===== config.mk =====
export PLATFORM = sky130hd
export DESIGN_NAME = adc_conversion_control
export DESIGN_NICKNAME = d
export VERILOG_FILES = /design/src/verilog/adc_conversion_control.v
export VERILOG_INCLUDE_DIRS = /design/src /design/src/shared
export SDC_FILE = /design/constraint.sdc
export NUM_CORES = 1
export LEC_CHECK = 0
export BUFFER_PORTS_ARGS = -buffer_cell sky130_fd_sc_hd__buf_2
export CAP_MARGIN = 15
export CORE_AREA = 2 2 95 97
export CTS_CLUSTER_DIAMETER = 80
export DETAILED_ROUTE_END_ITERATION = 6
export DIE_AREA = 0 0 97 99
export GPL_ROUTABILITY_DRIVEN = 0
export MAX_ROUTING_LAYER = met4
export PLACE_DENSITY = 0.83
export SLEW_MARGIN = 20
export SYNTH_ARGS = -nofsm -noshare
export SYNTH_HDL_FRONTEND = slang
export SYNTH_SLANG_ARGS = --single-unit
export TNS_END_PERCENT = 100

===== constraint.sdc =====
create_clock -name hclk -period 5.2 [get_ports hclk]
set_clock_uncertainty 0.15 [all_clocks]
set_input_delay 0.52 -clock hclk [delete_from_list [all_inputs] [get_ports hclk]]
set_output_delay 0.52 -clock hclk [all_outputs]
set_load 0.005 [all_outputs]

===== src/shared/adc_conversion_control_defs.vh =====
`ifndef ADC_CONVERSION_CONTROL_DEFS_VH
`define ADC_CONVERSION_CONTROL_DEFS_VH

// ----------------------------------------------------------------
// register indices (byte address = index * 4)
// ----------------------------------------------------------------
`define ADC_CONTROL_STATUS_INDEX 8'h45
`define ADC_RESULT_HIGH_INDEX 8'h46
`define ADC_RESULT_LOW_INDEX 8'h47

// ----------------------------------------------------------------
// control/status field positions
// ----------------------------------------------------------------
`define CSR_EOC_BIT 7
`define CSR_SPEED_BIT 6
`define CSR_ON_BIT 5
`define CSR_SLOW_BIT 4
`define CSR_CHAN_MSB 3
`define CSR_CHAN_LSB 0

// ----------------------------------------------------------------
// reset values
// ----------------------------------------------------------------
`define CSR_RESET 8'h00
`define RESULT_HIGH_RESET 8'h00
`define RESULT_LOW_RESET 2'h0
`define SAR_RESET 10'h000

// ----------------------------------------------------------------
// conversion timing in converter-clock ticks, and the top bit index of the result
// ----------------------------------------------------------------
`define SAMPLE_TICKS 4'h4
`define BIT_TICKS 4'h6
`define SAR_TOP_BIT 4'h9

// ----------------------------------------------------------------
// wake-up stabilisation after halt
// ----------------------------------------------------------------
`define CLK_PERIOD_NS 40
`define STAB_TIME_NS 10000
`define STAB_CYCLES ((`STAB_TIME_NS + `CLK_PERIOD_NS - 1) / `CLK_PERIOD_NS)

`endif


===== src/verilog/adc_conversion_control.v =====
`timescale 1ns/10ps
`include "adc_conversion_control_defs.vh"

module adc_conversion_control (
  input wire hclk,
  input wire hresetn,
  input wire clk_en,
  input wire hsel,
  input wire [31:0] haddr,
  input wire [1:0] htrans,
  input wire hwrite,
  input wire [2:0] hsize,
  input wire [31:0] hwdata,
  input wire hready,
  output reg [31:0] hrdata,
  output reg hreadyout,
  output reg hresp,
  input wire halt_mode,
  input wire comparator_above,
  output reg [3:0] channel_select,
  output reg [9:0] dac_code,
  output reg sample_enable,
  output reg converter_power
);

  // ----------------------------------------------------------------
  // states and constants
  // ----------------------------------------------------------------
  localparam [1:0] ST_IDLE = 2'd0;
  localparam [1:0] ST_STAB = 2'd1;
  localparam [1:0] ST_SAMPLE = 2'd2;
  localparam [1:0] ST_CONVERT = 2'd3;
  // the wake wait is worked out in 32-bit arithmetic; only the low 16 bits are kept
  localparam integer STAB_COUNT_FULL = `STAB_CYCLES;
  localparam [15:0] STAB_COUNT = STAB_COUNT_FULL[15:0];
  localparam [1:0] REG_NONE = 2'd0;
  localparam [1:0] REG_CSR = 2'd1;
  localparam [1:0] REG_HIGH = 2'd2;
  localparam [1:0] REG_LOW = 2'd3;

  // maps a bus address onto one of the three registers
  // only the three word addresses decode; anything else reads zero and drops writes
  function [1:0] reg_decode;
    input [31:0] addr;
    begin
      if (addr[31:10] != 22'h0 || addr[1:0] != 2'b00) begin
        reg_decode = REG_NONE;
      end else if (addr[9:2] == `ADC_CONTROL_STATUS_INDEX) begin
        reg_decode = REG_CSR;
      end else if (addr[9:2] == `ADC_RESULT_HIGH_INDEX) begin
        reg_decode = REG_HIGH;
      end else if (addr[9:2] == `ADC_RESULT_LOW_INDEX) begin
        reg_decode = REG_LOW;
      end else begin
        reg_decode = REG_NONE;
      end
    end
  endfunction

  // last value of the divider count for {slow, speed}
  function [1:0] div_last;
    input [1:0] sel;
    begin
      case (sel)
        2'b00: div_last = 2'd1; // cpu / 2
        2'b01: div_last = 2'd0; // cpu undivided
        2'b10: div_last = 2'd3; // cpu / 4
        default: div_last = 2'd1; // cpu / 2 again
      endcase
    end
  endfunction

  // ----------------------------------------------------------------
  // register state
  // ----------------------------------------------------------------
  reg eoc_reg; // end-of-conversion flag
  reg speed_reg; // fast clock select
  reg converter_on_reg; // converter enable
  reg slow_reg; // slow clock select
  reg [3:0] channel_reg; // selected input
  reg [7:0] result_high_reg; // result bits 9..2
  reg [1:0] result_low_reg; // result bits 1..0
  reg lock_reg; // result pair held for the reader
  reg [1:0] wr_sel_reg; // pending write target
  reg [1:0] rd_sel_reg; // pending read target
  reg rd_pend_reg; // read in its wait state

  // ----------------------------------------------------------------
  // converter state
  // ----------------------------------------------------------------
  reg [1:0] state_reg;
  reg [1:0] div_cnt_reg; // converter clock divider
  reg [3:0] tick_cnt_reg; // ticks within sample or bit
  reg [3:0] bit_idx_reg; // bit under trial
  reg [9:0] sar_reg; // successive approximation word
  reg [15:0] stab_cnt_reg; // wake-up wait
  reg halted_reg; // set while halted, drives the wake wait
  reg cmp_s1_reg; // comparator synchroniser stages
  reg cmp_s2_reg;
  reg cmp_s3_reg;
  reg cmp_filt_reg; // comparator level after agreement

  // ----------------------------------------------------------------
  // bus decode and register side effects
  // ----------------------------------------------------------------
  // side effects of an access act at the end of its first data-phase cycle (a read's wait state), so the flag,
  // the lock and the csr all move on the same edge
  wire addr_phase = hsel & hready & htrans[1];
  wire wr_csr = (wr_sel_reg == REG_CSR);
  wire rd_high = rd_pend_reg & (rd_sel_reg == REG_HIGH);
  wire rd_low = rd_pend_reg & (rd_sel_reg == REG_LOW);
  wire chan_change = wr_csr & (hwdata[`CSR_CHAN_MSB:`CSR_CHAN_LSB] != channel_reg);
  wire turn_off = wr_csr & ~hwdata[`CSR_ON_BIT];
  // any of these kills the conversion under way
  wire abort = chan_change | turn_off | ~converter_on_reg | halt_mode;
  wire adc_tick = (div_cnt_reg == div_last({slow_reg, speed_reg}));
  wire bit_done = (state_reg == ST_CONVERT) & adc_tick & (tick_cnt_reg == `BIT_TICKS - 4'h1);
  wire conv_done = bit_done & (bit_idx_reg == 4'h0) & ~abort;
  // last bit decided from the comparator; a pinned comparator gives all ones or zero
  wire [9:0] sar_final = {sar_reg[9:1], cmp_filt_reg};
  wire [3:0] bit_next = bit_idx_reg - 4'h1;

  // ----------------------------------------------------------------
  // ahb-lite slave: writes zero wait, reads one wait state
  // ----------------------------------------------------------------
  // reads wait one cycle so a write just before is already visible
  always @(posedge hclk or negedge hresetn) begin
    if (!hresetn) begin
      wr_sel_reg <= REG_NONE;
      rd_sel_reg <= REG_NONE;
      rd_pend_reg <= 1'b0;
      hreadyout <= 1'b1;
      hresp <= 1'b0;
      hrdata <= 32'h0;
    end else if (clk_en) begin
      hresp <= 1'b0; // always okay
      if (rd_pend_reg) begin
        // data phase wait over, answer now
        rd_pend_reg <= 1'b0;
        hreadyout <= 1'b1;
        case (rd_sel_reg)
          REG_CSR: hrdata <= {24'h0, eoc_reg, speed_reg, converter_on_reg, slow_reg, channel_reg};
          REG_HIGH: hrdata <= {24'h0, result_high_reg};
          REG_LOW: hrdata <= {24'h0, 6'h00, result_low_reg};
          default: hrdata <= 32'h0; // unmapped reads zero
        endcase
      end else begin
        hrdata <= 32'h0;
      end
      if (addr_phase && !hwrite) begin
        rd_sel_reg <= reg_decode(haddr);
        rd_pend_reg <= 1'b1;
        hreadyout <= 1'b0;
      end
      if (addr_phase && hwrite) begin
        wr_sel_reg <= reg_decode(haddr);
      end else if (hready) begin
        wr_sel_reg <= REG_NONE;
      end
    end
  end

  // ----------------------------------------------------------------
  // control/status register
  // ----------------------------------------------------------------
  // result registers are read only: writes to them are dropped
  // a write with an unchanged channel keeps the conversion under way; only a
  // new channel or clearing converter_on starts over
  always @(posedge hclk or negedge hresetn) begin
    if (!hresetn) begin
      speed_reg <= 1'b0;
      converter_on_reg <= 1'b0;
      slow_reg <= 1'b0;
      channel_reg <= 4'h0;
      channel_select <= 4'h0;
    end else if (clk_en) begin
      if (wr_csr) begin
        // end flag bit of the write is ignored here
        speed_reg <= hwdata[`CSR_SPEED_BIT];
        converter_on_reg <= hwdata[`CSR_ON_BIT];
        slow_reg <= hwdata[`CSR_SLOW_BIT];
        channel_reg <= hwdata[`CSR_CHAN_MSB:`CSR_CHAN_LSB];
        channel_select <= hwdata[`CSR_CHAN_MSB:`CSR_CHAN_LSB];
      end
    end
  end

  // ----------------------------------------------------------------
  // end flag, lock and result registers
  // ----------------------------------------------------------------
  // completion wins over a clear in the same cycle
  // a clear from a high read or csr write that meets a completion is lost, so a
  // finished result is never hidden behind a clear
  always @(posedge hclk or negedge hresetn) begin
    if (!hresetn) begin
      eoc_reg <= 1'b0;
      lock_reg <= 1'b0;
      result_high_reg <= `RESULT_HIGH_RESET;
      result_low_reg <= `RESULT_LOW_RESET;
    end else if (clk_en) begin
      if (conv_done) begin
        eoc_reg <= 1'b1;
      end else if (rd_high || wr_csr) begin
        eoc_reg <= 1'b0;
      end
      if (rd_high || turn_off) begin
        lock_reg <= 1'b0;
      end else if (rd_low) begin
        lock_reg <= 1'b1;
      end
      // held while locked; the reader gets a matched pair
      // a low read takes its byte at this very edge, so a completion in that
      // cycle is held back too; otherwise the pair would mix two samples
      if (conv_done && !lock_reg && !rd_low) begin
        result_high_reg <= sar_final[9:2];
        result_low_reg <= sar_final[1:0];
      end
    end
  end

  // ----------------------------------------------------------------
  // comparator synchroniser: the analog level is asynchronous
  // ----------------------------------------------------------------
  // the first stage may go metastable and only the second reads it; a level is
  // taken once stages two and three agree, so a one-cycle glitch between trial
  // words cannot flip a decided bit
  always @(posedge hclk or negedge hresetn) begin
    if (!hresetn) begin
      cmp_s1_reg <= 1'b0;
      cmp_s2_reg <= 1'b0;
      cmp_s3_reg <= 1'b0;
      cmp_filt_reg <= 1'b0;
    end else if (clk_en) begin
      cmp_s1_reg <= comparator_above;
      cmp_s2_reg <= cmp_s1_reg;
      cmp_s3_reg <= cmp_s2_reg;
      // take a level only once two stages agree
      if (cmp_s2_reg == cmp_s3_reg) begin
        cmp_filt_reg <= cmp_s3_reg;
      end
    end
  end

  // ----------------------------------------------------------------
  // converter clock divider
  // ----------------------------------------------------------------
  // undivided mode is only valid up to 4 MHz cpu; not enforced here
  // the count restarts if the selection shrinks under it, so a mode change
  // never strands the counter above its new last value
  always @(posedge hclk or negedge hresetn) begin
    if (!hresetn) begin
      div_cnt_reg <= 2'd0;
    end else if (clk_en) begin
      if (adc_tick || div_cnt_reg > div_last({slow_reg, speed_reg})) begin
        div_cnt_reg <= 2'd0;
      end else begin
        div_cnt_reg <= div_cnt_reg + 2'd1;
      end
    end
  end

  // ----------------------------------------------------------------
  // conversion sequencer
  // ----------------------------------------------------------------
  // one conversion: an idle cycle, four sample ticks, then ten trials of six
  // ticks each, msb first, and then straight back to sampling
  // the comparator answer needs seven cpu cycles from a new trial word through the synchroniser,
  // so each undivided trial of six ticks is decided one cycle before its answer arrives; a slower comparator
  // would need more bit ticks
  // no wait-mode input: cpu wait has no say here
  always @(posedge hclk or negedge hresetn) begin
    if (!hresetn) begin
      state_reg <= ST_IDLE;
      tick_cnt_reg <= 4'h0;
      bit_idx_reg <= `SAR_TOP_BIT;
      sar_reg <= `SAR_RESET;
      stab_cnt_reg <= 16'h0;
      halted_reg <= 1'b0;
      dac_code <= `SAR_RESET;
      sample_enable <= 1'b0;
      converter_power <= 1'b0;
    end else if (clk_en) begin
      converter_power <= converter_on_reg & ~halt_mode;
      dac_code <= sar_reg;
      sample_enable <= (state_reg == ST_SAMPLE) & ~abort;
      if (halt_mode) begin
        halted_reg <= 1'b1;
      end
      if (abort) begin
        // restart cleanly; a channel change or new enable starts over
        state_reg <= ST_IDLE;
        tick_cnt_reg <= 4'h0;
        sar_reg <= `SAR_RESET;
      end else begin
        case (state_reg)
          ST_IDLE: begin
            tick_cnt_reg <= 4'h0;
            stab_cnt_reg <= 16'h0;
            if (halted_reg) begin
              state_reg <= ST_STAB;
            end else begin
              state_reg <= ST_SAMPLE;
            end
          end
          ST_STAB: begin
            // results before this point would be inaccurate
            if (stab_cnt_reg >= STAB_COUNT - 16'h1) begin
              halted_reg <= 1'b0;
              state_reg <= ST_SAMPLE;
            end else begin
              stab_cnt_reg <= stab_cnt_reg + 16'h1;
            end
          end
          ST_SAMPLE: begin
            if (adc_tick) begin
              if (tick_cnt_reg == `SAMPLE_TICKS - 4'h1) begin
                tick_cnt_reg <= 4'h0;
                bit_idx_reg <= `SAR_TOP_BIT;
                sar_reg <= 10'h200; // first trial: msb only
                state_reg <= ST_CONVERT;
              end else begin
                tick_cnt_reg <= tick_cnt_reg + 4'h1;
              end
            end
          end
          ST_CONVERT: begin
            if (adc_tick) begin
              if (tick_cnt_reg == `BIT_TICKS - 4'h1) begin
                tick_cnt_reg <= 4'h0;
                sar_reg[bit_idx_reg] <= cmp_filt_reg; // keep bit if input above trial
                if (bit_idx_reg == 4'h0) begin
                  state_reg <= ST_SAMPLE; // back to back on same channel
                end else begin
                  sar_reg[bit_next] <= 1'b1;
                  bit_idx_reg <= bit_next;
                end
              end else begin
                tick_cnt_reg <= tick_cnt_reg + 4'h1;
              end
            end
          end
          default: begin
            state_reg <= ST_IDLE;
          end
        endcase
      end
    end
  end

endmodule // adc_conversion_control


==> results by group <==
Clock network
  • Clock buffer count from CTS: 9
  • Hold buffer count at CTS: 0
  • Reg clk slew, reported paths: 0.10 ns
  • Clock tree root driver cell: clkbuf_8
  • CTS tree: done
  • Clk_lat worst skew: 0.38 ns
  • Clk sinks: 88
  • CTS H-tree lvls: 3
  • CTS resizes: 0
  • CTS Buffer Depth: 2
  • Setup Buffers After CTS: 0

Floorplan
  • Core area: 0.00855 mm^2
  • Row Count: 34
  • Io pins: 127
  • Die H: 99 um
  • Starting Density: 56.0%
  • Die footprint: 0.00960 mm^2
  • Die W: 97 um

Power
  • Sw Pwr: 0.396 mW
  • P_leak: 2.49 nW
  • Clock Power Share: 35.2%
  • Max IR drop VDD: 0.000163 V
  • Power per standard cell area: 263 mW/mm^2
  • Internal power: 1.00 mW
  • Share of power burned in registers: 53.3%
  • Sw Ratio: 28.4%
  • Logic gate share of total power: 11.5%

Logic synthesis
  • Yosys warnings: 0
  • Yosys reg bits: 88
  • Prevailing post-synth register cell: dfrtp_1
  • Commonest cells post-synth: 85 x dfrtp_1, 34 x mux2_2, 27 x nor2_1
  • FFs w/ async S/R, synth: 100%
  • Cell taking the most area after synthesis: dfrtp_1
  • Most frequent cell after synthesis: dfrtp_1
  • Library cells used by synthesis: 62
  • Post-synth EDFFs: 0
  • Post-Synthesis Cells: 472
  • Mapped cell area: 0.00479 mm^2
  • Top cells by area, synth: dfrtp_1 44%, mux2_2 8.0%, buf_4 3.9%
  • Syn_area_per_cell: 10.2 um^2
  • Fraction of the yosys area taken by sequential cells: 46.0%
  • Yosys top cell area share: 44.4%

Critical path
  • Critical Path Most Common Cell: o31ai_1
  • Element type at the critical path start: input pin
  • Worst setup EP type: flop
  • Req. time, crit path: 5.32 ns
  • Critical Path Start: clk_en
  • CP cell instances: buf_2, clkinv_1, o31ai_1, buf_4, nand4_1, o31ai_1
  • WP data arrival: 2.95 ns
  • Max stage delay cell, worst path: clkinv_1
  • Critical path type: input pin to flop
  • Worst r2r src: bit_idx_reg[1]
  • Critical path's largest stage delay: 0.70 ns
  • Max FO, Critical Path: 37

Layout
  • Ratio of cells with drive above 1 in the final layout: 24.3%
  • Largest register FFs: 16
  • Fill count: 709
  • P&R area growth vs syn: 10.9%
  • Nets@finish: 621
  • Utilization after layout: 62.2%
  • ANT cells: 0

Timing
  • RSZ-0062 raised after global routing: false
  • Number of failing hold endpoints at the final stage: 0
  • Fmax: 353 MHz
  • Slew HR: 34.4%
  • Post-Route Setup TNS: 0 ns
  • Final Setup Violations: 0
  • Worst Tran Pin Value: 0.981 ns
  • Min Tclk post-route: 2.83 ns
  • Max Slew Vio Count: 0
  • Period utilization: 54.4%

Route
  • Drt initial violations: 338
  • Wire length per cell: 17.4 um
  • Routed wire length: 11,200 um
  • Post-route ant nets: 0
  • Drt first pass iters: 5
  • Vias/cell: 6.18
  • Drt drc: 0
  • Vias post-DR: 3,990

Place
  • Port bufs: 72
  • HPWL after DPL: 7850 um

Global routing
  • First-pass GRT wire length: 18,700 um
  • Largest net degree at the start of global routing: 89
  • GR Util met3: 4.54%
  • Initial antenna violation count: 0
  • Top Usage Layer GRT: met2
  • GRT met1 Usage: 30.5%
  • GRT Total Usage: 24.6%
  • Met2 global-route usage: 40.5%
  • Vias in the first global route: 3,909
  • Global route overflow: 0

Run
  • Max-Cap Viols: 0

Hold path
  • Worst hold path class: input pin to async pin

Run status
  • Status: complete, no violations
worst paths after layout:
path / to / slack [ns] / depth (start not counted)
min in group hclk: slow_reg / 0.23 / 2
worst max-delay path: stab_cnt_reg[3] / 2.37 / 6
worst min-delay path: tick_cnt_reg[0] / 0.05 / 1
max in group asynchronous: result_high_reg[0] / 4.31 / 1
worst min register to register: dac_code[5] / 0.36 / 1
worst max register to register: result_high_reg[6] / 2.54 / 7
cell usage in the layout (no fill, tap or decap), drive strengths merged, types with 6 or more instances in the layout:
master  instances
a21oi          19
a22o            6
a31oi          10
a32oi           6
a41oi           7
and3            7
buf            73
clkbuf          9
conb           25
dfrtp          85
ha             11
inv            15
mux2           34
nand2          25
nand2b         11
nand3          13
nor2           27
nor2b          12
nor3           10
nor4            9
o211ai          9
o21ai          29
o31ai           6
metal layers:
metal | share of wire [%] | up-vias
li1 | - | 1823
met1 | 42 | 1984
met3 | 5.4 | 21
met2 | 50 | 162
met5 | 0 | -
met4 | 2.2 | 0
stage by stage:
stage          cell area [um^2]  hold slack [ns]  cells  setup WS (ns)  power, mW
2_1_floorplan              4880           0.0744    496           2.91      0.859
3_3_place_gp               5110            0.317    630           2.13      0.900
3_5_place_dp               5110            0.327    630           2.04      0.914
4_1_cts                    5310            0.226    646           2.41       1.39
5_1_grt                    5320            0.105    646           2.13       1.45
6_report                   5320           0.0548    646           2.37       1.40
kinds of logic after synthesis:
family | count (synthesis) | synth area share (%)
and+or+nand+nor | 138 | 15.5
buffers and inverters | 61 | 6.89
DFF | 88 | 46.0
other | 1 | 0.0783
adders and majority gates | 11 | 2.87
AOI/OAI and AO/OA | 132 | 19.3
muxes | 37 | 8.62
xor gates and xnor gates | 4 | 0.731
critical path, delay by kind of cell:
kind	cells	cell delay, ns
AOI/OAI and AO/OA	2	0.69
buffers and inverters	3	1.54
and+or+nand+nor	1	0.18
power groups by stage:
stage	registers [mW]	logic (mW)	clock network (mW)
floorplan	0.737	0.121	0
global placement	0.754	0.146	0
detailed placement	0.755	0.159	0
CTS	0.742	0.160	0.492
global route	0.747	0.181	0.525
finish	0.743	0.161	0.492
layout make-up:
cell class / instances / area, um^2 / area share (%)
inverters: 14 / 52.6 / 0.989
flip-flops and latches: 88 / 2210 / 41.5
repair buffers: 73 / 374 / 7.04
multi-input cells: 347 / 2340 / 44.1
clock buffers: 9 / 124 / 2.33
well taps: 108 / 135 / 2.54
clock inverters: 7 / 78.8 / 1.48
Power figures use the tool's default switching activity.
